==> src/srac_defines.svh <==
`ifndef SRAC_DEFINES_SVH
`define SRAC_DEFINES_SVH

// Clock and re-arm timing
`define SRAC_CLK_PERIOD_NS 100
`define SRAC_REARM_PERIODS 2
`define SRAC_REARM_CYC (`SRAC_REARM_PERIODS)

// Level indices
`define SRAC_LVL_RX 0
`define SRAC_LVL_TX 1
`define SRAC_LVL_MODEM 2
`define SRAC_NO_LEVEL 2'h3

// Vector layout and request type codes
`define SRAC_VEC_USER_LSB 3
`define SRAC_VEC_MODEM 3'h1
`define SRAC_VEC_TX 3'h2
`define SRAC_VEC_RX_CLEAN 3'h3
`define SRAC_VEC_RX_EXC 3'h7

// Receive queue depth
`define SRAC_RX_DEPTH 8

// Pin bundle reset: request lines idle high, address zero, ack idle high
`define SRAC_PIN_RESET 12'hE01

`endif

==> src/srac_pkg.sv <==
package srac_pkg;

    // Acknowledge machine states
    typedef enum logic [1:0] {
        SRAC_IDLE = 2'b00,
        SRAC_REQ_ACTIVE = 2'b01,
        SRAC_PASS_ACK = 2'b10,
        SRAC_KEEP_ACK = 2'b11
    } srac_ack_state_e;

    // Index of a request level
    typedef logic [1:0] srac_level_t;

endpackage

==> src/srac_level_if.sv <==
interface srac_level_if;
    logic ack;
    logic match;
    logic int_req;
    logic req;
    logic grant;
    logic pass;

    // Acknowledge machine side
    modport fsm (
        input ack,
        input match,
        input int_req,
        output req,
        output grant,
        output pass
    );

    // Controller side
    modport ctrl (
        output ack,
        output match,
        output int_req,
        input req,
        input grant,
        input pass
    );
endinterface

==> src/srac_level_fsm.sv <==
module srac_level_fsm (
    // Clock and reset
    input wire logic clk,
    input wire logic rst_n,
    // Level signals
    srac_level_if.fsm lvl
);

    srac_pkg::srac_ack_state_e state;
    srac_pkg::srac_ack_state_e next_state;

    // Next state; ack without match is never passed on
    always_comb begin
        next_state = state;
        unique case (state)
            srac_pkg::SRAC_IDLE: begin
                if (lvl.int_req) begin
                    next_state = srac_pkg::SRAC_REQ_ACTIVE;
                end else if (lvl.ack && lvl.match) begin
                    next_state = srac_pkg::SRAC_PASS_ACK;
                end
            end
            srac_pkg::SRAC_REQ_ACTIVE: begin
                // No wait for other levels' compare, keeps response fast
                if (lvl.ack && lvl.match) begin
                    next_state = srac_pkg::SRAC_KEEP_ACK;
                end
            end
            srac_pkg::SRAC_PASS_ACK: begin
                if (!lvl.ack) begin
                    next_state = srac_pkg::SRAC_IDLE;
                end
            end
            srac_pkg::SRAC_KEEP_ACK: begin
                if (!lvl.ack) begin
                    next_state = srac_pkg::SRAC_IDLE;
                end
            end
        endcase
    end

    // State register
    always_ff @(posedge clk) begin
        if (!rst_n) begin
            state <= srac_pkg::SRAC_IDLE;
        end else begin
            state <= next_state;
        end
    end

    // Output decode; idle drives nothing
    assign lvl.req = (state == srac_pkg::SRAC_REQ_ACTIVE);
    assign lvl.pass = (state == srac_pkg::SRAC_PASS_ACK);
    assign lvl.grant = (state == srac_pkg::SRAC_KEEP_ACK);

endmodule

==> src/srac_top.sv <==
// What this block does
// - One acknowledge machine per request level
// - Software ack read forces level match
// - Merge three pass outputs into chain output
// - Idle: request first, else match passes
// - Request active: only matching ack is kept
// - Pass or keep until ack input drops
// - No chain glitch, no waiting on others
// - Watch own and external request values
// - Differ at ack end: withhold until idle
// - Three levels: receive, transmit, modem
// - Receive vector: clean data or exception
// - Receive requests kept in arrival order
// - Errors, specials, breaks, timeouts are exceptions
// - Clean request: threshold, timer or exception
// - Clean grant returns clean data vector
// - Count clean bytes arriving during service
// - Condition still true re-raises request
// - Address compared against three match values
// - Kept ack drives vector onto data
// - End of service pops, rearm later
`include "srac_defines.svh"

module srac_top #(
    parameter int RX_DEPTH = `SRAC_RX_DEPTH
) (
    // Clock and reset
    input wire logic clk,
    input wire logic rst_n,
    // Acknowledge daisy chain and address pins
    input wire logic chain_ack_in_n,
    input wire logic [7:0] ack_addr,
    output logic chain_ack_out_n,
    // Match values per level
    input wire logic [7:0] rx_match_value,
    input wire logic [7:0] tx_match_value,
    input wire logic [7:0] modem_match_value,
    // Software acknowledge reads, one per level
    input wire logic [2:0] sw_ack_rd,
    // Shared open-drain request lines
    input wire logic rx_level_req_n_in,
    output logic rx_level_req_n_out,
    output logic rx_level_req_n_oe,
    input wire logic tx_level_req_n_in,
    output logic tx_level_req_n_out,
    output logic tx_level_req_n_oe,
    input wire logic modem_level_req_n_in,
    output logic modem_level_req_n_out,
    output logic modem_level_req_n_oe,
    // Internal requests of transmit and modem levels
    input wire logic tx_int_req,
    input wire logic modem_int_req,
    // Receive character events
    input wire logic rx_byte_stb,
    input wire logic rx_byte_err,
    input wire logic rx_byte_special,
    input wire logic rx_byte_break,
    input wire logic rx_nndt_stb,
    input wire logic rx_timer_expired,
    input wire logic [3:0] rx_threshold,
    input wire logic rx_host_read_stb,
    // End of service write and vector user bits
    input wire logic end_of_service_stb,
    input wire logic [4:0] global_vector_reg,
    // Acknowledge data bus
    output logic [7:0] ack_data,
    output logic ack_data_oe,
    // Status towards the rest of the chip
    output logic [2:0] level_grant,
    output logic [2:0] in_service,
    output logic [3:0] rx_clean_count,
    output logic rx_exc_pending,
    output logic rx_overrun
);

    localparam int NLVL = 3;
    localparam int CW = 4;

    // Address compare, used once per level
    function automatic logic addr_hit(input logic [7:0] a, input logic [7:0] m);
        return a == m;
    endfunction

    // Pin synchronisers: a change counts when stages two and three agree
    logic [11:0] pin_raw;
    logic [11:0] pin_s1;
    logic [11:0] pin_s2;
    logic [11:0] pin_s3;
    logic [11:0] pin_f;
    logic [11:0] pin_agree;

    assign pin_raw = {modem_level_req_n_in, tx_level_req_n_in, rx_level_req_n_in,
                      ack_addr, chain_ack_in_n};
    assign pin_agree = ~(pin_s2 ^ pin_s3);

    // Three stages plus agreement filter
    always_ff @(posedge clk) begin
        if (!rst_n) begin
            pin_s1 <= `SRAC_PIN_RESET;
            pin_s2 <= `SRAC_PIN_RESET;
            pin_s3 <= `SRAC_PIN_RESET;
            pin_f <= `SRAC_PIN_RESET;
        end else begin
            pin_s1 <= pin_raw;
            pin_s2 <= pin_s1;
            pin_s3 <= pin_s2;
            pin_f <= (pin_f & ~pin_agree) | (pin_s3 & pin_agree);
        end
    end

    // Filtered pin views
    logic ack_act;
    logic ack_prev;
    logic ack_end;
    logic [7:0] addr_f;
    logic [2:0] ext_act;

    assign ack_act = ~pin_f[0];
    assign addr_f = pin_f[8:1];
    assign ext_act = ~pin_f[11:9];
    assign ack_end = ack_prev & ~ack_act;

    // Ack history for end-of-cycle detection
    always_ff @(posedge clk) begin
        if (!rst_n) begin
            ack_prev <= 1'b0;
        end else begin
            ack_prev <= ack_act;
        end
    end

    // Receive level bookkeeping
    logic [CW-1:0] clean_cnt;
    logic [CW-1:0] after_cnt;
    logic [CW-1:0] next_clean;
    logic [CW-1:0] next_after;
    logic exc_pend;
    logic timer_lat;
    logic rx_sub_exc;
    logic rx_exc_in;
    logic rx_clean_in;
    logic rx_full;
    logic rx_clean_req;
    logic rx_exc_req;
    logic rx_rd;
    logic rx_exc_done;
    logic rx_clean_ctx;

    // Classification of arriving characters
    assign rx_exc_in = (rx_byte_stb & (rx_byte_err | rx_byte_special | rx_byte_break))
                       | rx_nndt_stb;
    assign rx_clean_in = rx_byte_stb & ~rx_byte_err & ~rx_byte_special & ~rx_byte_break;
    assign rx_full = (CW'(clean_cnt + after_cnt) >= CW'(RX_DEPTH));

    // Clean request only with clean data and a trigger
    assign rx_clean_req = (clean_cnt != '0)
                          && ((clean_cnt >= rx_threshold) || timer_lat || exc_pend);
    assign rx_exc_req = (clean_cnt == '0) && exc_pend;

    // Service stack
    srac_pkg::srac_level_t stk [NLVL];
    logic [1:0] sp;
    logic [1:0] sp_pop;
    srac_pkg::srac_level_t svc_top;
    logic pop;
    logic push;
    srac_pkg::srac_level_t push_lvl;
    logic [2:0] grant_rise;
    logic [2:0] grant_q;
    logic [2:0] svc_flag;

    assign svc_top = (sp != 2'h0) ? stk[sp - 2'h1] : `SRAC_NO_LEVEL;
    assign pop = end_of_service_stb && (sp != 2'h0);
    assign sp_pop = pop ? (sp - 2'h1) : sp;
    assign push = |grant_rise;
    assign push_lvl = grant_rise[0] ? 2'h0 : (grant_rise[1] ? 2'h1 : 2'h2);
    assign rx_clean_ctx = (svc_top == 2'(`SRAC_LVL_RX)) && !rx_sub_exc;
    assign rx_rd = rx_clean_ctx && rx_host_read_stb && (clean_cnt != '0);
    assign rx_exc_done = pop && (svc_top == 2'(`SRAC_LVL_RX)) && rx_sub_exc;

    // Levels that sit anywhere on the stack
    always_comb begin
        svc_flag = 3'h0;
        for (int i = 0; i < NLVL; i++) begin
            if (2'(i) < sp) begin
                svc_flag[stk[i]] = 1'b1;
            end
        end
    end

    // Next receive counts; clean bytes behind an exception wait their turn
    always_comb begin
        next_clean = clean_cnt;
        next_after = after_cnt;
        if (rx_rd) begin
            next_clean = next_clean - CW'(1);
        end
        if (rx_exc_done) begin
            next_clean = CW'(next_clean + after_cnt);
            next_after = '0;
        end
        if (rx_clean_in && !rx_full) begin
            if (exc_pend && !rx_exc_done) begin
                next_after = next_after + CW'(1);
            end else begin
                next_clean = next_clean + CW'(1);
            end
        end
    end

    // Receive state registers
    always_ff @(posedge clk) begin
        if (!rst_n) begin
            clean_cnt <= '0;
            after_cnt <= '0;
        end else begin
            clean_cnt <= next_clean;
            after_cnt <= next_after;
        end
    end

    // Exception slot; a new exception wins over the clear
    always_ff @(posedge clk) begin
        if (!rst_n) begin
            exc_pend <= 1'b0;
        end else if (rx_exc_in) begin
            exc_pend <= 1'b1;
        end else if (rx_exc_done) begin
            exc_pend <= 1'b0;
        end
    end

    // Timer trigger; cleared when the clean request is taken
    always_ff @(posedge clk) begin
        if (!rst_n) begin
            timer_lat <= 1'b0;
        end else if (rx_timer_expired && (clean_cnt != '0)) begin
            timer_lat <= 1'b1;
        end else if (grant_rise[`SRAC_LVL_RX] && rx_clean_req) begin
            timer_lat <= 1'b0;
        end
    end

    // Overrun flag; second exception or full queue
    always_ff @(posedge clk) begin
        if (!rst_n) begin
            rx_overrun <= 1'b0;
        end else begin
            rx_overrun <= (rx_exc_in && exc_pend && !rx_exc_done) || (rx_clean_in && rx_full);
        end
    end

    // Stack push and pop; pop handled first in a shared cycle
    always_ff @(posedge clk) begin
        if (!rst_n) begin
            sp <= 2'h0;
            grant_q <= 3'h0;
            rx_sub_exc <= 1'b0;
            for (int i = 0; i < NLVL; i++) begin
                stk[i] <= 2'h0;
            end
        end else begin
            grant_q <= level_grant;
            sp <= push ? (sp_pop + 2'h1) : sp_pop;
            if (push) begin
                stk[sp_pop] <= push_lvl;
            end
            if (grant_rise[`SRAC_LVL_RX]) begin
                rx_sub_exc <= !rx_clean_req;
            end
        end
    end

    // Level inputs gathered for the generate loop
    logic [7:0] match_val [NLVL];
    logic [2:0] raw_req;
    logic [2:0] hw_hit;
    logic [2:0] pass_v;
    logic [2:0] drive_v;

    assign match_val[0] = rx_match_value;
    assign match_val[1] = tx_match_value;
    assign match_val[2] = modem_match_value;
    assign raw_req = {modem_int_req, tx_int_req, rx_clean_req | rx_exc_req};
    assign grant_rise = level_grant & ~grant_q;

    // One acknowledge machine per level with fair share and rearm gating
    generate
        for (genvar l = 0; l < NLVL; l++) begin : g_lvl
            srac_level_if u_if ();
            logic fs_block;
            logic [1:0] rearm;

            assign hw_hit[l] = ack_act && addr_hit(addr_f, match_val[l]);
            assign u_if.ack = ack_act | sw_ack_rd[l];
            assign u_if.match = hw_hit[l] | sw_ack_rd[l];
            assign u_if.int_req = raw_req[l] && !svc_flag[l] && !fs_block
                                  && (rearm == 2'h0);
            assign level_grant[l] = u_if.grant;
            assign pass_v[l] = u_if.pass;
            assign drive_v[l] = u_if.req && !fs_block;

            srac_level_fsm u_fsm (
                .clk(clk),
                .rst_n(rst_n),
                .lvl(u_if.fsm)
            );

            // Others share the line: hold off until it goes idle
            always_ff @(posedge clk) begin
                if (!rst_n) begin
                    fs_block <= 1'b0;
                end else if (ack_end && (drive_v[l] != ext_act[l])) begin
                    fs_block <= 1'b1;
                end else if (!ext_act[l]) begin
                    fs_block <= 1'b0;
                end
            end

            // Re-request held off after this level is popped
            always_ff @(posedge clk) begin
                if (!rst_n) begin
                    rearm <= 2'h0;
                end else if (pop && (svc_top == 2'(l))) begin
                    rearm <= 2'(`SRAC_REARM_CYC);
                end else if (rearm != 2'h0) begin
                    rearm <= rearm - 2'h1;
                end
            end
        end
    endgenerate

    // Open-drain request pins only ever pull low
    assign rx_level_req_n_out = 1'b0;
    assign tx_level_req_n_out = 1'b0;
    assign modem_level_req_n_out = 1'b0;
    assign rx_level_req_n_oe = drive_v[`SRAC_LVL_RX];
    assign tx_level_req_n_oe = drive_v[`SRAC_LVL_TX];
    assign modem_level_req_n_oe = drive_v[`SRAC_LVL_MODEM];

    // Vector type for the level being granted
    logic [2:0] vec_code;
    assign vec_code = grant_rise[`SRAC_LVL_RX] ? (rx_clean_req ? `SRAC_VEC_RX_CLEAN : `SRAC_VEC_RX_EXC)
                      : (grant_rise[`SRAC_LVL_TX] ? `SRAC_VEC_TX : `SRAC_VEC_MODEM);

    // Chain output registered so no decode glitch reaches the chain
    always_ff @(posedge clk) begin
        if (!rst_n) begin
            chain_ack_out_n <= 1'b1;
            ack_data <= 8'h00;
            ack_data_oe <= 1'b0;
        end else begin
            chain_ack_out_n <= ~|pass_v;
            ack_data_oe <= |level_grant;
            if (push) begin
                ack_data <= {global_vector_reg, vec_code};
            end
        end
    end

    // Status outputs
    assign in_service = svc_flag;
    assign rx_clean_count = clean_cnt;
    assign rx_exc_pending = exc_pend;

endmodule

==> config.mk <==
export PLATFORM = sky130hd
export DESIGN_NAME = srac_top
export DESIGN_NICKNAME = d
export VERILOG_FILES = /design/src/srac_pkg.sv /design/src/srac_level_if.sv /design/src/srac_level_fsm.sv /design/src/srac_top.sv
export VERILOG_INCLUDE_DIRS = /design/src
export SDC_FILE = /design/constraint.sdc
export NUM_CORES = 1
export LEC_CHECK = 0
export BUFFER_PORTS_ARGS = -buffer_cell sky130_fd_sc_hd__buf_4
export CORE_ASPECT_RATIO = 0.6
export CORE_MARGIN = 2
export CORE_UTILIZATION = 45
export DETAILED_ROUTE_END_ITERATION = 7
export GPL_TIMING_DRIVEN = 0
export PLACE_DENSITY_LB_ADDON = 0.08
export SETUP_SLACK_MARGIN = 0.1
export SYNTH_ARGS = -nofsm -noshare
export SYNTH_HDL_FRONTEND = slang
export SYNTH_HIERARCHICAL = 1
export SYNTH_SLANG_ARGS = --single-unit
==> constraint.sdc <==
create_clock -name clk -period 6.3 [get_ports clk]
set_input_delay 0.63 -clock clk [delete_from_list [all_inputs] [get_ports clk]]
set_output_delay 0.63 -clock clk [all_outputs]
set_load 0.01 [all_outputs]
# Word-level counts from Yosys, hierarchy flattened
# Memories as Yosys holds them, arrays and structs flattened.
# Index checks and enable logic that the tools add are counted.
[classes]
muxes = 62
add_sub_neg = 10
magnitude_cmp = 11
n_reduce_logical = 86
bitwise = 31
eq_ne = 29
[ops]
columns = ["operator", "count"]
rows = [
  ["$mux 2", 26],
  ["$logic_and 1x1->1", 41],
  ["$mux 4", 7],
  ["$and 12x12->12", 2],
  ["$eq 8x8->1", 3],
  ["$not 12->12", 2],
  ["$mux 1", 18],
  ["$pmux 2 s3", 3],
  ["$reduce_bool 2->1", 9],
  ["$mux 3", 5],
  ["$eq 2x2->1 const B", 7],
  ["$logic_not 2->1", 7],
  ["$reduce_or 2->1", 7],
  ["$ne 2x1->1 const B", 6],
  ["$or 12x12->12", 1],
  ["$xor 12x12->12", 1],
  ["$logic_not 1->1", 11],
  ["$or 1x1->1", 10],
  ["$lt 2x3->1 const B", 3],
  ["$ne 3x1->1 const B", 3],
  ["$reduce_and 3->1", 3],
  ["$reduce_or 3->1", 3],
  ["$add 4x1->4 const B", 2],
  ["$add 4x4->4", 2],
  ["20 further kinds", 47],
]
[totals]
mem_count = 1
out_inout_bits = 28
ram_bits = 6
in_bits = 60
register_bits = 91
[mem_list]
columns = ["memory", "depth", "word_bits", "read_ports", "rd_ports_with_merged_regs", "wr", "line", "text"]
rows = [
  ["stk", 3, 2, 4, 0, 3, "srac_top.sv:161", "srac_pkg::srac_level_t stk [NLVL];"],
]

# Logic depth before layout (Yosys ltp)
# Gate-level depths: netlist of run 1.
# An unclocked memory read counts as a cell.
[depth]
ltp_word = 16
depth_mapped = 16
mapped_depth_nobuf = 15

# By module
# The synthesis of run 1 kept the hierarchy.
[modules_own_cells]
columns = ["module", "n_inst", "cells_per_inst", "area_per_inst_um2"]
rows = [
  ["srac_top", 1, 456, 4269.1],
  ["srac_level_fsm", 3, 11, 97.6],
]

# Worst setup path before layout of run 1
# OpenSTA, ideal clock, no wires.
[synth_timing]
kind = "register to register"
from = "register sp[0]"
to = "register clean_cnt[2] (netlist: rx_clean_count[2])"
path_buffers = 1
setup_time_ns = 0.128
arrival_ns = 3.278
path_slack_ns = 2.894
required_time_ns = 6.172
stages_incl_launch_ff = 17
period_less_slack_ns = 3.406
path_cell_list = "dfxtp_1 inv_1 ha_1 mux4_2 or2_0 buf_6 nor2_1 xnor2_1 ha_1 inv_1 fa_1 a22oi_1 o22a_2 ha_1 nand4_1 xor2_1 nor2_1"
[synth_between]
elab_chain_cells = 13
word_cells_on_any_way = 19
[synth_rtl]
columns = ["element", "line", "text"]
rows = [
  ["from (decl)", "srac_top.sv:162", "logic [1:0] sp;"],
  ["from (signal assigned)", "srac_top.sv:264", "sp <= push ? (sp_pop + 2'h1) : sp_pop;"],
  ["$sub 2x1->2", "srac_top.sv:172", "assign svc_top = (sp != 2'h0) ? stk[sp - 2'h1] : `SRAC_NO_LEVEL;"],
  ["$mem_v2 3x2", "n/a", ""],
  ["$mux 2 (no source line)", "n/a", ""],
  ["$logic_not 2->1", "srac_top.sv:177, srac_top.sv:179", ""],
  ["$logic_and 1x1->1", "srac_top.sv:177", "assign rx_clean_ctx = (svc_top == 2'(`SRAC_LVL_RX)) && !rx_sub_exc;"],
  ["$logic_and 1x1->1 (2 in series)", "srac_top.sv:178", "assign rx_rd = rx_clean_ctx && rx_host_read_stb && (clean_cnt != '0);"],
  ["$mux 4", "srac_top.sv:195", "if (rx_rd) begin"],
  ["$add 4x4->4", "srac_top.sv:199", "next_clean = CW'(next_clean + after_cnt);"],
  ["$mux 4", "srac_top.sv:198", "if (rx_exc_done) begin"],
  ["$add 4x1->4", "srac_top.sv:206", "next_clean = next_clean + CW'(1);"],
  ["$mux 4", "srac_top.sv:203", "if (exc_pend && !rx_exc_done) begin"],
  ["$mux 4 *", "srac_top.sv:202", "if (rx_clean_in && !rx_full) begin"],
  ["to (signal assigned)", "srac_top.sv:217", "clean_cnt <= next_clean;"],
  ["to (decl)", "srac_top.sv:133", "logic [CW-1:0] clean_cnt;"],
]
# Mark *: on every way between the ends. The rest lies on a longest branch, timed or not.
# A chain may end at the register's enable or synchronous reset.

# Final worst setup path of run 1
[layout_timing]
from = "register sp[0]"
to = "register clean_cnt[1] (netlist: rx_clean_count[1])"
# Same word-level chain as after synthesis.

==> flow_summary_export.csv, run 1 <==
group,metric,value,unit
outcome,status,"finished clean",
placed_design,placed_cells,710,
sta,skew,7.29,ps
route,drc,0,
power,power.leakage,2.43,nW
global_route,first_global_vias,3551,
setup_path,cp.arrival,3920,ps
route,antenna_left,0,
floorplan,core_area,9840,µm²
cells_and_area,nNetsFinal,667,
logic_synthesis,yosys_warnings,6,
route,wirelength,10900,µm
setup_path,required,6520,ps
floorplan,ioPinCount,88,
cts,path_clk_slew,70,ps
cts,cts_buffers,9,
route,vias,3666,
global_route,grt_overflow,0,
logic_synthesis,avgSynthCellArea,9.33,µm²
setup_path,crit_chain,"inv_1 -> ha_1 -> mux4_2 -> or2_0 -> buf_6 -> nor2_1 -> xnor2_1 -> ha_1 -> inv_1 -> fa_1 -> a22oi_1 -> o22a_2 -> ha_1 -> mux2i_1 -> nor2_1",
route,first_pass_iters,5,
power,p_per_area,279,nW/µm²
global_route,grt_usage,0.212,
setup_path,crit_top_cell,"ha_1",
global_route,grt_max_degree,20,
cells_and_area,drive_above_1_share,0.215,
cts,clockBufferDepth,2,
sta,hold_viol_final,0,
power,peakVddDrop,0.000178,V
global_route,antenna_found_initial,0,
logic_synthesis,ys_ff_latch,99,
sta,fmax,270,MHz
floorplan,die_x,134,µm
route,drt-initial-drc-count,214,
min_path,min_path_cells,1,
cts,tritoncts,"yes",
cells_and_area,layout_common_cells,"dfxtp_1, buf_4, nor2_1, nand2_1, a21oi_1",
floorplan,die_height,82.0,µm
cts,hold_buffers,0,
cells_and_area,multi_input_area,2320,µm²
job,maxCapViolations,0,
logic_synthesis,synth_flop_cell,"dfxtp_1",
global_route,grt_pass1_wl,17700,µm
cells_and_area,finalNonFillerCells,726,
sta,post-route-min-period,3710,ps
logic_synthesis,yosys.area.top_type,"dfxtp_1",
sta,worst_pin_slew,685,ps
route,via_per_inst,5.05,
floorplan,die_area,11000,µm²
route,wire_per_inst,15.1,µm
sta,setup_viol,0,
logic_synthesis,ys_types,57,
sta,drv_slew,0,
cts,cts_setup_buffers,0,
setup_path,slowest_stage,"fa_1",
logic_synthesis,synth-async-reset-ratio,0,
placed_design,port_buffers,84,
cts,cts.htree.levels,3,
logic_synthesis,postSynthCellCount,489,
logic_synthesis,synth_seq_area_share,0.452,
cts,cts-root-buf,"clkbuf_16",
cts,clk_latency,350,ps
cts,cts_sinks,99,
floorplan,start_util,0.463,
setup_path,cpPeakStageDelay,470,ps
logic_synthesis,syn_area,4560,µm²
setup_path,cp_max_fo,10,
cells_and_area,fillers,882,
setup_path,critPathKind,"reg2reg",
sta,period_share,0.588,
sta,rsz0062_at_grt,"false",
setup_path,r2r_cells,15,
cells_and_area,area_growth,24.7,%
placed_design,dp_hpwl,8620,µm
sta,finalSetupTns,0,ps
logic_synthesis,synth_edf_count,8,
placed_design,routabilityCongestion,0.850,
cts,ctsResizeCount,0,
cells_and_area,regArea,2060,µm²
cells_and_area,antennaDiodeCount,0,
floorplan,rows,28,
setup_path,start_kind,"flop",
cells_and_area,mostFrequentLayoutCell,"dfxtp_1",
logic_synthesis,synth_top_area_share,0.399,
setup_path,cp-end-kind,"flop",
min_path,hold_path_class,"reg2reg",
sta,slew_headroom,0.543,
logic_synthesis,synth.area.top_cells,"dfxtp_1, ha_1, xnor2_1",
-- cells by family after synthesis --
family                     synth area share
and+or+nand+nor                       0.229
DFF                                   0.452
AOI/OAI and AO/OA                     0.129
buffers and inverters                0.0403
xor gates and xnor gates             0.0710
adders and majority gates            0.0592
muxes                                0.0187
other                              0.000822
-- worst max-delay path, delay by kind of cell, from the launching register on --
kind / cells / cell delay, ps
xor gates and xnor gates: 1 / 140
muxes: 2 / 520
AOI/OAI and AO/OA: 2 / 330
and+or+nand+nor: 3 / 500
adders and majority gates: 4 / 1310
DFF: 1 / 450
buffers and inverters: 3 / 330
-- power by group --
group          switching (mW)  total (mW)  internal (mW)
registers              0.0282       0.694          0.666
clock network           0.260       0.579          0.319
logic                   0.170       0.314          0.145
total                   0.457        1.59           1.13
-- synth_stat cells (2+ instances only) --
master    number
a211o_1        2
a211oi_1       2
a21boi_1       4
a21o_1         3
a21oi_1       37
a22oi_1        2
a32oi_1        2
a41o_1         3
and2_1        34
and2_2         4
and2b_2        3
and3_1         2
buf_4          6
clkbuf_1      10
dfxtp_1       91
edfxtp_1       8
ha_1          20
inv_1         18
mux2i_1        4
mux4_2         2
nand2_1       38
nand2b_1      21
nand3_1        6
nand4_1        9
nor2_1        38
nor2b_1        9
nor3_1        13
nor3b_1        4
nor4_1         4
o211ai_1       4
o21ai_0       18
o21bai_1       6
o22a_2         3
xnor2_1       28
xor2_1         9
-- path summary, 6_finish.rpt --
kind	start	end	slack, ps
setup / recovery	sp[0]$_SDFF_PN0_	rx_clean_count[1]$_SDFF_PN0_	2590
setup reg to reg	sp[0]$_SDFF_PN0_	rx_clean_count[1]$_SDFF_PN0_	2590
hold reg to reg	pin_s1[11]$_SDFF_PN1_	pin_s2[11]$_SDFF_PN1_	410
hold / removal	pin_s1[11]$_SDFF_PN1_	pin_s2[11]$_SDFF_PN1_	410
-- routing by layer --
| layer | share of wire | global-route usage | vias to the layer above |
|---|---|---|---|
| met5 | 0 | 0 | - |
| met4 | 0.0078 | 0.0447 | 0 |
| met3 | 0.062 | 0.0531 | 10 |
| met2 | 0.40 | 0.309 | 97 |
| met1 | 0.53 | 0.314 | 1697 |
| li1 | - | - | 1862 |
-- metrics by stage --
stage / total power [mW] / setup slack (ps) / instance area, µm² / util / hold WS [ps]
6_report: 1.59 / 2590 / 5690 / 0.578 / 409
5_1_grt: 1.67 / 2330 / 5690 / 0.578 / 420
4_1_cts: 1.60 / 2600 / 5690 / 0.578 / 412
3_5_place_dp: 1.02 / 2620 / 5370 / 0.545 / 394
3_3_place_gp: 1.01 / 2660 / 5370 / 0.545 / 394
2_1_floorplan: 0.907 / 2890 / 4570 / - / 386
-- layout make-up --
cell class	count	area share
buffer	19	0.0198
clock inverter	7	0.0165
inverter	19	0.0125
multi-input combinational	354	0.408
tap	135	0.0297
clock buffer	9	0.0396
timing repair buffer	84	0.111
sequential	99	0.363
Note: power is estimated with default switching activity, not from simulation.
==> inputs of run 2 (changes only) <==
==> constraint.sdc (replaced) <==
create_clock -name clk -period 3.55 [get_ports clk]
set_input_delay 0.355 -clock clk [delete_from_list [all_inputs] [get_ports clk]]
set_output_delay 0.355 -clock clk [all_outputs]
set_load 0.01 [all_outputs]
==> flow_summary_export.csv, run 2 (synthesized netlist as in run 1, its figures left out) <==
group,metric,value,unit
setup_path,crit_chain,"inv_2 -> ha_4 -> mux4_2 -> or2_1 -> buf_6 -> nor2_4 -> mux2i_1 -> inv_1 -> fa_1 -> a22oi_1 -> o22a_2 -> ha_1 -> mux2i_1 -> nor2_1",
placed_design,port_buffers,84,
global_route,gr-usage-met1,0.314,
setup_path,crit_cells,14,
setup_path,cp.arrival,3520,ps
sta,worst_pin_slew,695,ps
global_route,grt_max_degree,20,
route,drc,0,
sta,drv_slew,0,
sta,fmax,303,MHz
cells_and_area,fillers,877,
setup_path,cp_top_family,"adder cells",
global_route,met3_usage,0.0531,
setup_path,critPathKind,"reg2reg",
job,maxCapViolations,0,
sta,slew_headroom,0.537,
setup_path,start_kind,"flop",
floorplan,rows,28,
cells_and_area,multi_input_area,2350,µm²
global_route,grt-busiest-layer,"met1",
power,p_per_area,500,nW/µm²
cells_and_area,drive_above_1_share,0.233,
cells_and_area,regArea,2070,µm²
cells_and_area,layout_common_cells,"buf_4, dfxtp_1, nand2_1, nor2_1, a21oi_1",
sta,period_share,0.930,
cells_and_area,antennaDiodeCount,0,
route,wirelength,11100,µm
outcome,status,"finished clean",
global_route,grt_overflow,0,
cts,tritoncts,"yes",
floorplan,ioPinCount,88,
cts,clk_latency,350,ps
sta,hold_viol_final,0,
sta,post-route-min-period,3300,ps
route,antenna_left,0,
global_route,first_global_vias,3553,
cts,cts_sinks,99,
setup_path,cpPeakStageDelay,510,ps
cells_and_area,mostFrequentLayoutCell,"buf_4",
route,first_pass_iters,4,
route,vias,3687,
cts,cts-root-buf,"clkbuf_16",
placed_design,placed_cells,710,
floorplan,die_x,134,µm
global_route,grt_usage,0.212,
sta,skew,7.81,ps
setup_path,cp_max_fo,10,
floorplan,core_area,9840,µm²
route,wire_per_inst,15.2,µm
floorplan,die_area,11000,µm²
global_route,grt_util_met2,0.309,
floorplan,die_height,82.0,µm
route,drt-initial-drc-count,224,
setup_path,slowest_stage,"fa_1",
cells_and_area,finalNonFillerCells,731,
route,via_per_inst,5.04,
power,peakVddDrop,0.000348,V
cts,hold_buffers,0,
setup_path,crit_top_cell,"mux2i_1",
power,power.leakage,2.46,nW
floorplan,start_util,0.463,
cts,path_clk_slew,70,ps
sta,whs,181,ps
setup_path,cp-end-kind,"flop",
placed_design,dp_hpwl,8620,µm
min_path,hold_path_class,"in2reg",
cts,clockBufferDepth,2,
sta,rsz0062_at_grt,"false",
cells_and_area,area_growth,26.4,%
global_route,antenna_found_initial,0,
cells_and_area,nNetsFinal,672,
global_route,grt_pass1_wl,17700,µm
sta,setup_viol,0,
setup_path,r2r_cells,14,
setup_path,required,3770,ps
cts,cts.htree.levels,3,
min_path,min_path_cells,2,
cells_and_area,fin_util,0.586,
cts,cts_buffers,9,
setup_path,worst-path-buf-inv,3,
placed_design,routabilityCongestion,0.850,
## run 2: power by group
group | internal, mW | total, mW | leakage (nW) | switching (mW)
clock network | 0.566 | 1.03 | 0.153 | 0.463
registers | 1.19 | 1.23 | 0.824 | 0.0483
logic | 0.301 | 0.623 | 1.48 | 0.322
total | 2.05 | 2.89 | 2.46 | 0.833
## run 2: repair_timing
action | in CTS | in global routing
gates resized for setup | 4 | 6
setup buffers | 2 | 3
pin swaps | 0 | 1
setup endpoints to repair | 3 | 3
## run 2: worst paths after layout
| kind | to | slack [ps] | startpoint |
|---|---|---|---|
| setup / recovery | rx_clean_count[1]$_SDFF_PN0_ | 250 | sp[1]$_SDFF_PN0_ |
| setup reg to reg | rx_clean_count[1]$_SDFF_PN0_ | 250 | sp[1]$_SDFF_PN0_ |
| hold / removal | pin_s1[10]$_SDFF_PN1_ | 180 | tx_level_req_n_in |
| hold reg to reg | pin_s2[11]$_SDFF_PN1_ | 410 | pin_s1[11]$_SDFF_PN1_ |
## run 2: worst reg2reg max path, cell delays in order (launching register included)
cell and delay, ps:
dfxtp_2 350, inv_2 70, ha_4 280, mux4_2 290, or2_1 250, buf_6 150
nor2_4 130, mux2i_1 280, inv_1 90, fa_1 510, a22oi_1 70, o22a_2 220
ha_1 290, mux2i_1 150, nor2_1 50
## run 2: layout make-up
type,count,area share
Multi-Input combinational cell,354,0.407
Clock buffer,9,0.0391
Clock inverter,7,0.0163
Sequential cell,99,0.359
Tap cell,135,0.0293
Buffer,19,0.0195
Timing Repair Buffer,89,0.118
Inverter,19,0.0124
## run 2: metrics by stage
step | power [mW] | TNS, ps | area [µm²] | worst slack [ps]
2_1_floorplan | 1.61 | 0 | 4570 | 144
3_3_place_gp | 1.80 | -168 | 5370 | -86.9
3_5_place_dp | 1.81 | -259 | 5370 | -135
4_1_cts | 2.87 | 0 | 5720 | 134
5_1_grt | 3.03 | 0 | 5770 | 93.8
6_report | 2.89 | 0 | 5770 | 250
## run 2: routing by layer
layer	vias up	wire length [µm]
li1	1871	-
met1	1717	5930
met2	88	4470
met3	11	614
met4	0	94
met5	-	0
==> inputs of run 3 (changes only) <==
--- a/config.mk
+++ b/config.mk
@@ -16,5 +16,4 @@
 export SETUP_SLACK_MARGIN = 0.1
 export SYNTH_ARGS = -nofsm -noshare
 export SYNTH_HDL_FRONTEND = slang
-export SYNTH_HIERARCHICAL = 1
 export SYNTH_SLANG_ARGS = --single-unit
==> flow_summary_export.csv, run 3 <==
group,metric,value,unit
cts,clockBufferDepth,2,
logic_synthesis,postSynthCellCount,487,
setup_path,required,3820,ps
cts,cts-root-buf,"clkbuf_16",
cells_and_area,drive_above_1_share,0.240,
placed_design,port_buffers,84,
route,via_per_inst,5.01,
floorplan,die_x,133,µm
route,drt-initial-drc-count,227,
route,wirelength,10800,µm
placed_design,routabilityCongestion,0.844,
setup_path,critPathKind,"reg2reg",
sta,drv_slew,0,
logic_synthesis,ys_ff_latch,99,
cts,cts_buffers,9,
logic_synthesis,synth.area.top_cells,"dfxtp_1, ha_1, xnor2_1",
global_route,first_global_vias,3544,
sta,setup_viol,0,
cts,tritoncts,"yes",
cells_and_area,finalNonFillerCells,732,
global_route,grt_pass1_wl,17300,µm
setup_path,r2r_cells,14,
power,p_per_area,498,nW/µm²
floorplan,start_util,0.458,
cells_and_area,antennaDiodeCount,0,
min_path,hold_end,"pin_s1[11]$_SDFF_PN1_",
sta,rsz0062_at_grt,"true",
logic_synthesis,avgSynthCellArea,9.19,µm²
setup_path,start_kind,"flop",
route,drc,0,
power,peakVddDrop,0.000274,V
global_route,antenna_found_initial,0,
global_route,grt_usage,0.206,
setup_path,ff2ff_setup_slack,110,ps
floorplan,core_area,9770,µm²
setup_path,worst-path-buf-inv,4,
cts,clk_latency,340,ps
setup_path,cp.arrival,3710,ps
sta,period_share,0.969,
global_route,grt_max_degree,17,
logic_synthesis,ys_types,59,
setup_path,cp_max_fo,4,
min_path,min_from,"modem_level_req_n_in",
logic_synthesis,synth_flop_cell,"dfxtp_1",
job,maxCapViolations,0,
cts,path_clk_slew,70,ps
cells_and_area,layout_common_cells,"buf_4, dfxtp_1, nand2_1, a21oi_1, nor2_1",
sta,skew,8.10,ps
floorplan,rows,28,
sta,finalSetupTns,0,ps
cells_and_area,nNetsFinal,674,
cells_and_area,mostFrequentLayoutCell,"buf_4",
setup_path,cp-end-kind,"flop",
sta,slew_headroom,0.362,
sta,worst_pin_slew,950,ps
setup_path,slowest_stage,"or4_4",
floorplan,ioPinCount,88,
logic_synthesis,yosys.area.top_type,"dfxtp_1",
logic_synthesis,synth_top_area_share,0.407,
setup_path,r2r-end,"rx_clean_count[2]$_SDFF_PN0_",
sta,fmax,291,MHz
cts,cts_sinks,99,
min_path,hold_path_class,"in2reg",
setup_path,reg2reg_from,"sp[0]$_SDFF_PN0_",
cells_and_area,fin_util,0.587,
route,antenna_left,0,
route,vias,3665,
setup_path,cpPeakStageDelay,500,ps
min_path,min_path_cells,2,
logic_synthesis,synth_edf_count,8,
sta,hold_viol_final,0,
logic_synthesis,yosys_warnings,0,
route,met3_length,499,µm
outcome,status,"finished clean",
cts,cts.htree.levels,3,
setup_path,critPathLaunch,"sp[0]$_SDFF_PN0_",
route,top_layer_used,"met4",
cells_and_area,area_growth,28.2,%
logic_synthesis,synthMostInstantiatedCell,"dfxtp_1",
logic_synthesis,syn_area,4480,µm²
placed_design,dp_hpwl,7990,µm
placed_design,placed_cells,708,
route,wire_per_inst,14.7,µm
route,wl_met1,5460,µm
floorplan,die_area,10800,µm²
route,first_pass_iters,4,
route,dr_wl_met2,4730,µm
logic_synthesis,synth-async-reset-ratio,0,
setup_path,crit_chain,"inv_4 -> ha_4 -> mux4_2 -> or4_4 -> buf_6 -> mux2i_4 -> buf_12 -> fa_1 -> and3_4 -> a21oi_4 -> ha_2 -> inv_1 -> a211o_1 -> a21oi_2",
setup_path,cp_top_family,"adder cells",
sta,post-route-min-period,3440,ps
power,power.leakage,2.45,nW
logic_synthesis,yosys-top-cells-count,"dfxtp_1, nand2_1, a21oi_1",
logic_synthesis,synth_seq_area_share,0.461,
cts,hold_buffers,0,
global_route,grt_overflow,0,
floorplan,die_height,81.3,µm
## run 3: changes by cell type after synthesis, sizes merged, moves of 6 or more
cell | previous run | this run
and2 | 38 | 30
inv | 19 | 27
nand2 | 38 | 45
nand4 | 10 | 4
nor2b | 9 | 3
o21bai | 6 | 0
## run 3: what timing repair did
action	4_1_cts	5_1_grt
setup endpoints to repair	3	3
gates resized for setup	14	8
setup buffers	6	4
pin swaps	4	4
## run 3: per-layer routing
metal,vias to the layer above,GRT usage
met5,-,0
met4,0,0.0495
met3,9,0.0562
met2,75,0.325
met1,1724,0.284
li1,1857,-
## run 3: worst max-delay path by stage
stage / depth (start not counted) / slack (ps) / endpoint
6_report: 14 / 110 / rx_clean_count[2]$_SDFF_PN0_
5_1_grt: 14 / -30 / rx_clean_count[3]$_SDFF_PN0_
4_1_cts: 14 / 100 / rx_clean_count[3]$_SDFF_PN0_
3_5_place_dp: 15 / -290 / rx_clean_count[2]$_SDFF_PN0_
3_3_place_gp: 15 / -230 / rx_clean_count[2]$_SDFF_PN0_
2_1_floorplan: 14 / 160 / rx_clean_count[3]$_SDFF_PN0_
## run 3: metrics by stage
stage / setup WS [ps] / area, µm² / power (mW) / hold slack [ps]
after floorplan: 155 / 4490 / 1.64 / 386
after global placement: -234 / 5290 / 1.85 / 390
after detailed placement: -288 / 5290 / 1.87 / 397
after CTS: 98.2 / 5660 / 2.85 / 188
after global routing: -25.3 / 5740 / 3.02 / 185
final: 109 / 5740 / 2.86 / 198
## run 3: power by group
part	switching (mW)	internal [mW]
logic	0.355	0.342
clock network	0.407	0.495
registers	0.0578	1.20
## run 3: layout make-up
cell class	count	area, µm²
Buffer	21	116
Clock inverter	3	25.0
Timing Repair Buffer	94	718
Clock buffer	12	246
Fill cell	879	4040
Multi-Input combinational cell	341	2290
Sequential cell	99	2070
Tap cell	135	169
Inverter	27	104
## run 3: cell families after synthesis
| logic type | synth area share |
|---|---|
| adder cells (fa/ha/maj) | 0.0604 |
| flip-flops | 0.461 |
| XOR/XNOR | 0.0704 |
| buffers and inverters | 0.0481 |
| AO/OA/AOI/OAI | 0.118 |
| multiplexers | 0.0212 |
| AND/OR/NAND/NOR | 0.220 |
| other | 0.000838 |
## run 3: worst register-to-register path, cell delays in order, from the launching register on
cell and delay (ps):
dfxtp_4 380, inv_4 40, ha_4 270, mux4_2 350, or4_4 500, buf_6 150
mux2i_4 190, buf_12 140, fa_1 450, and3_4 190, a21oi_4 120, ha_2 180
inv_1 50, a211o_1 230, a21oi_2 120
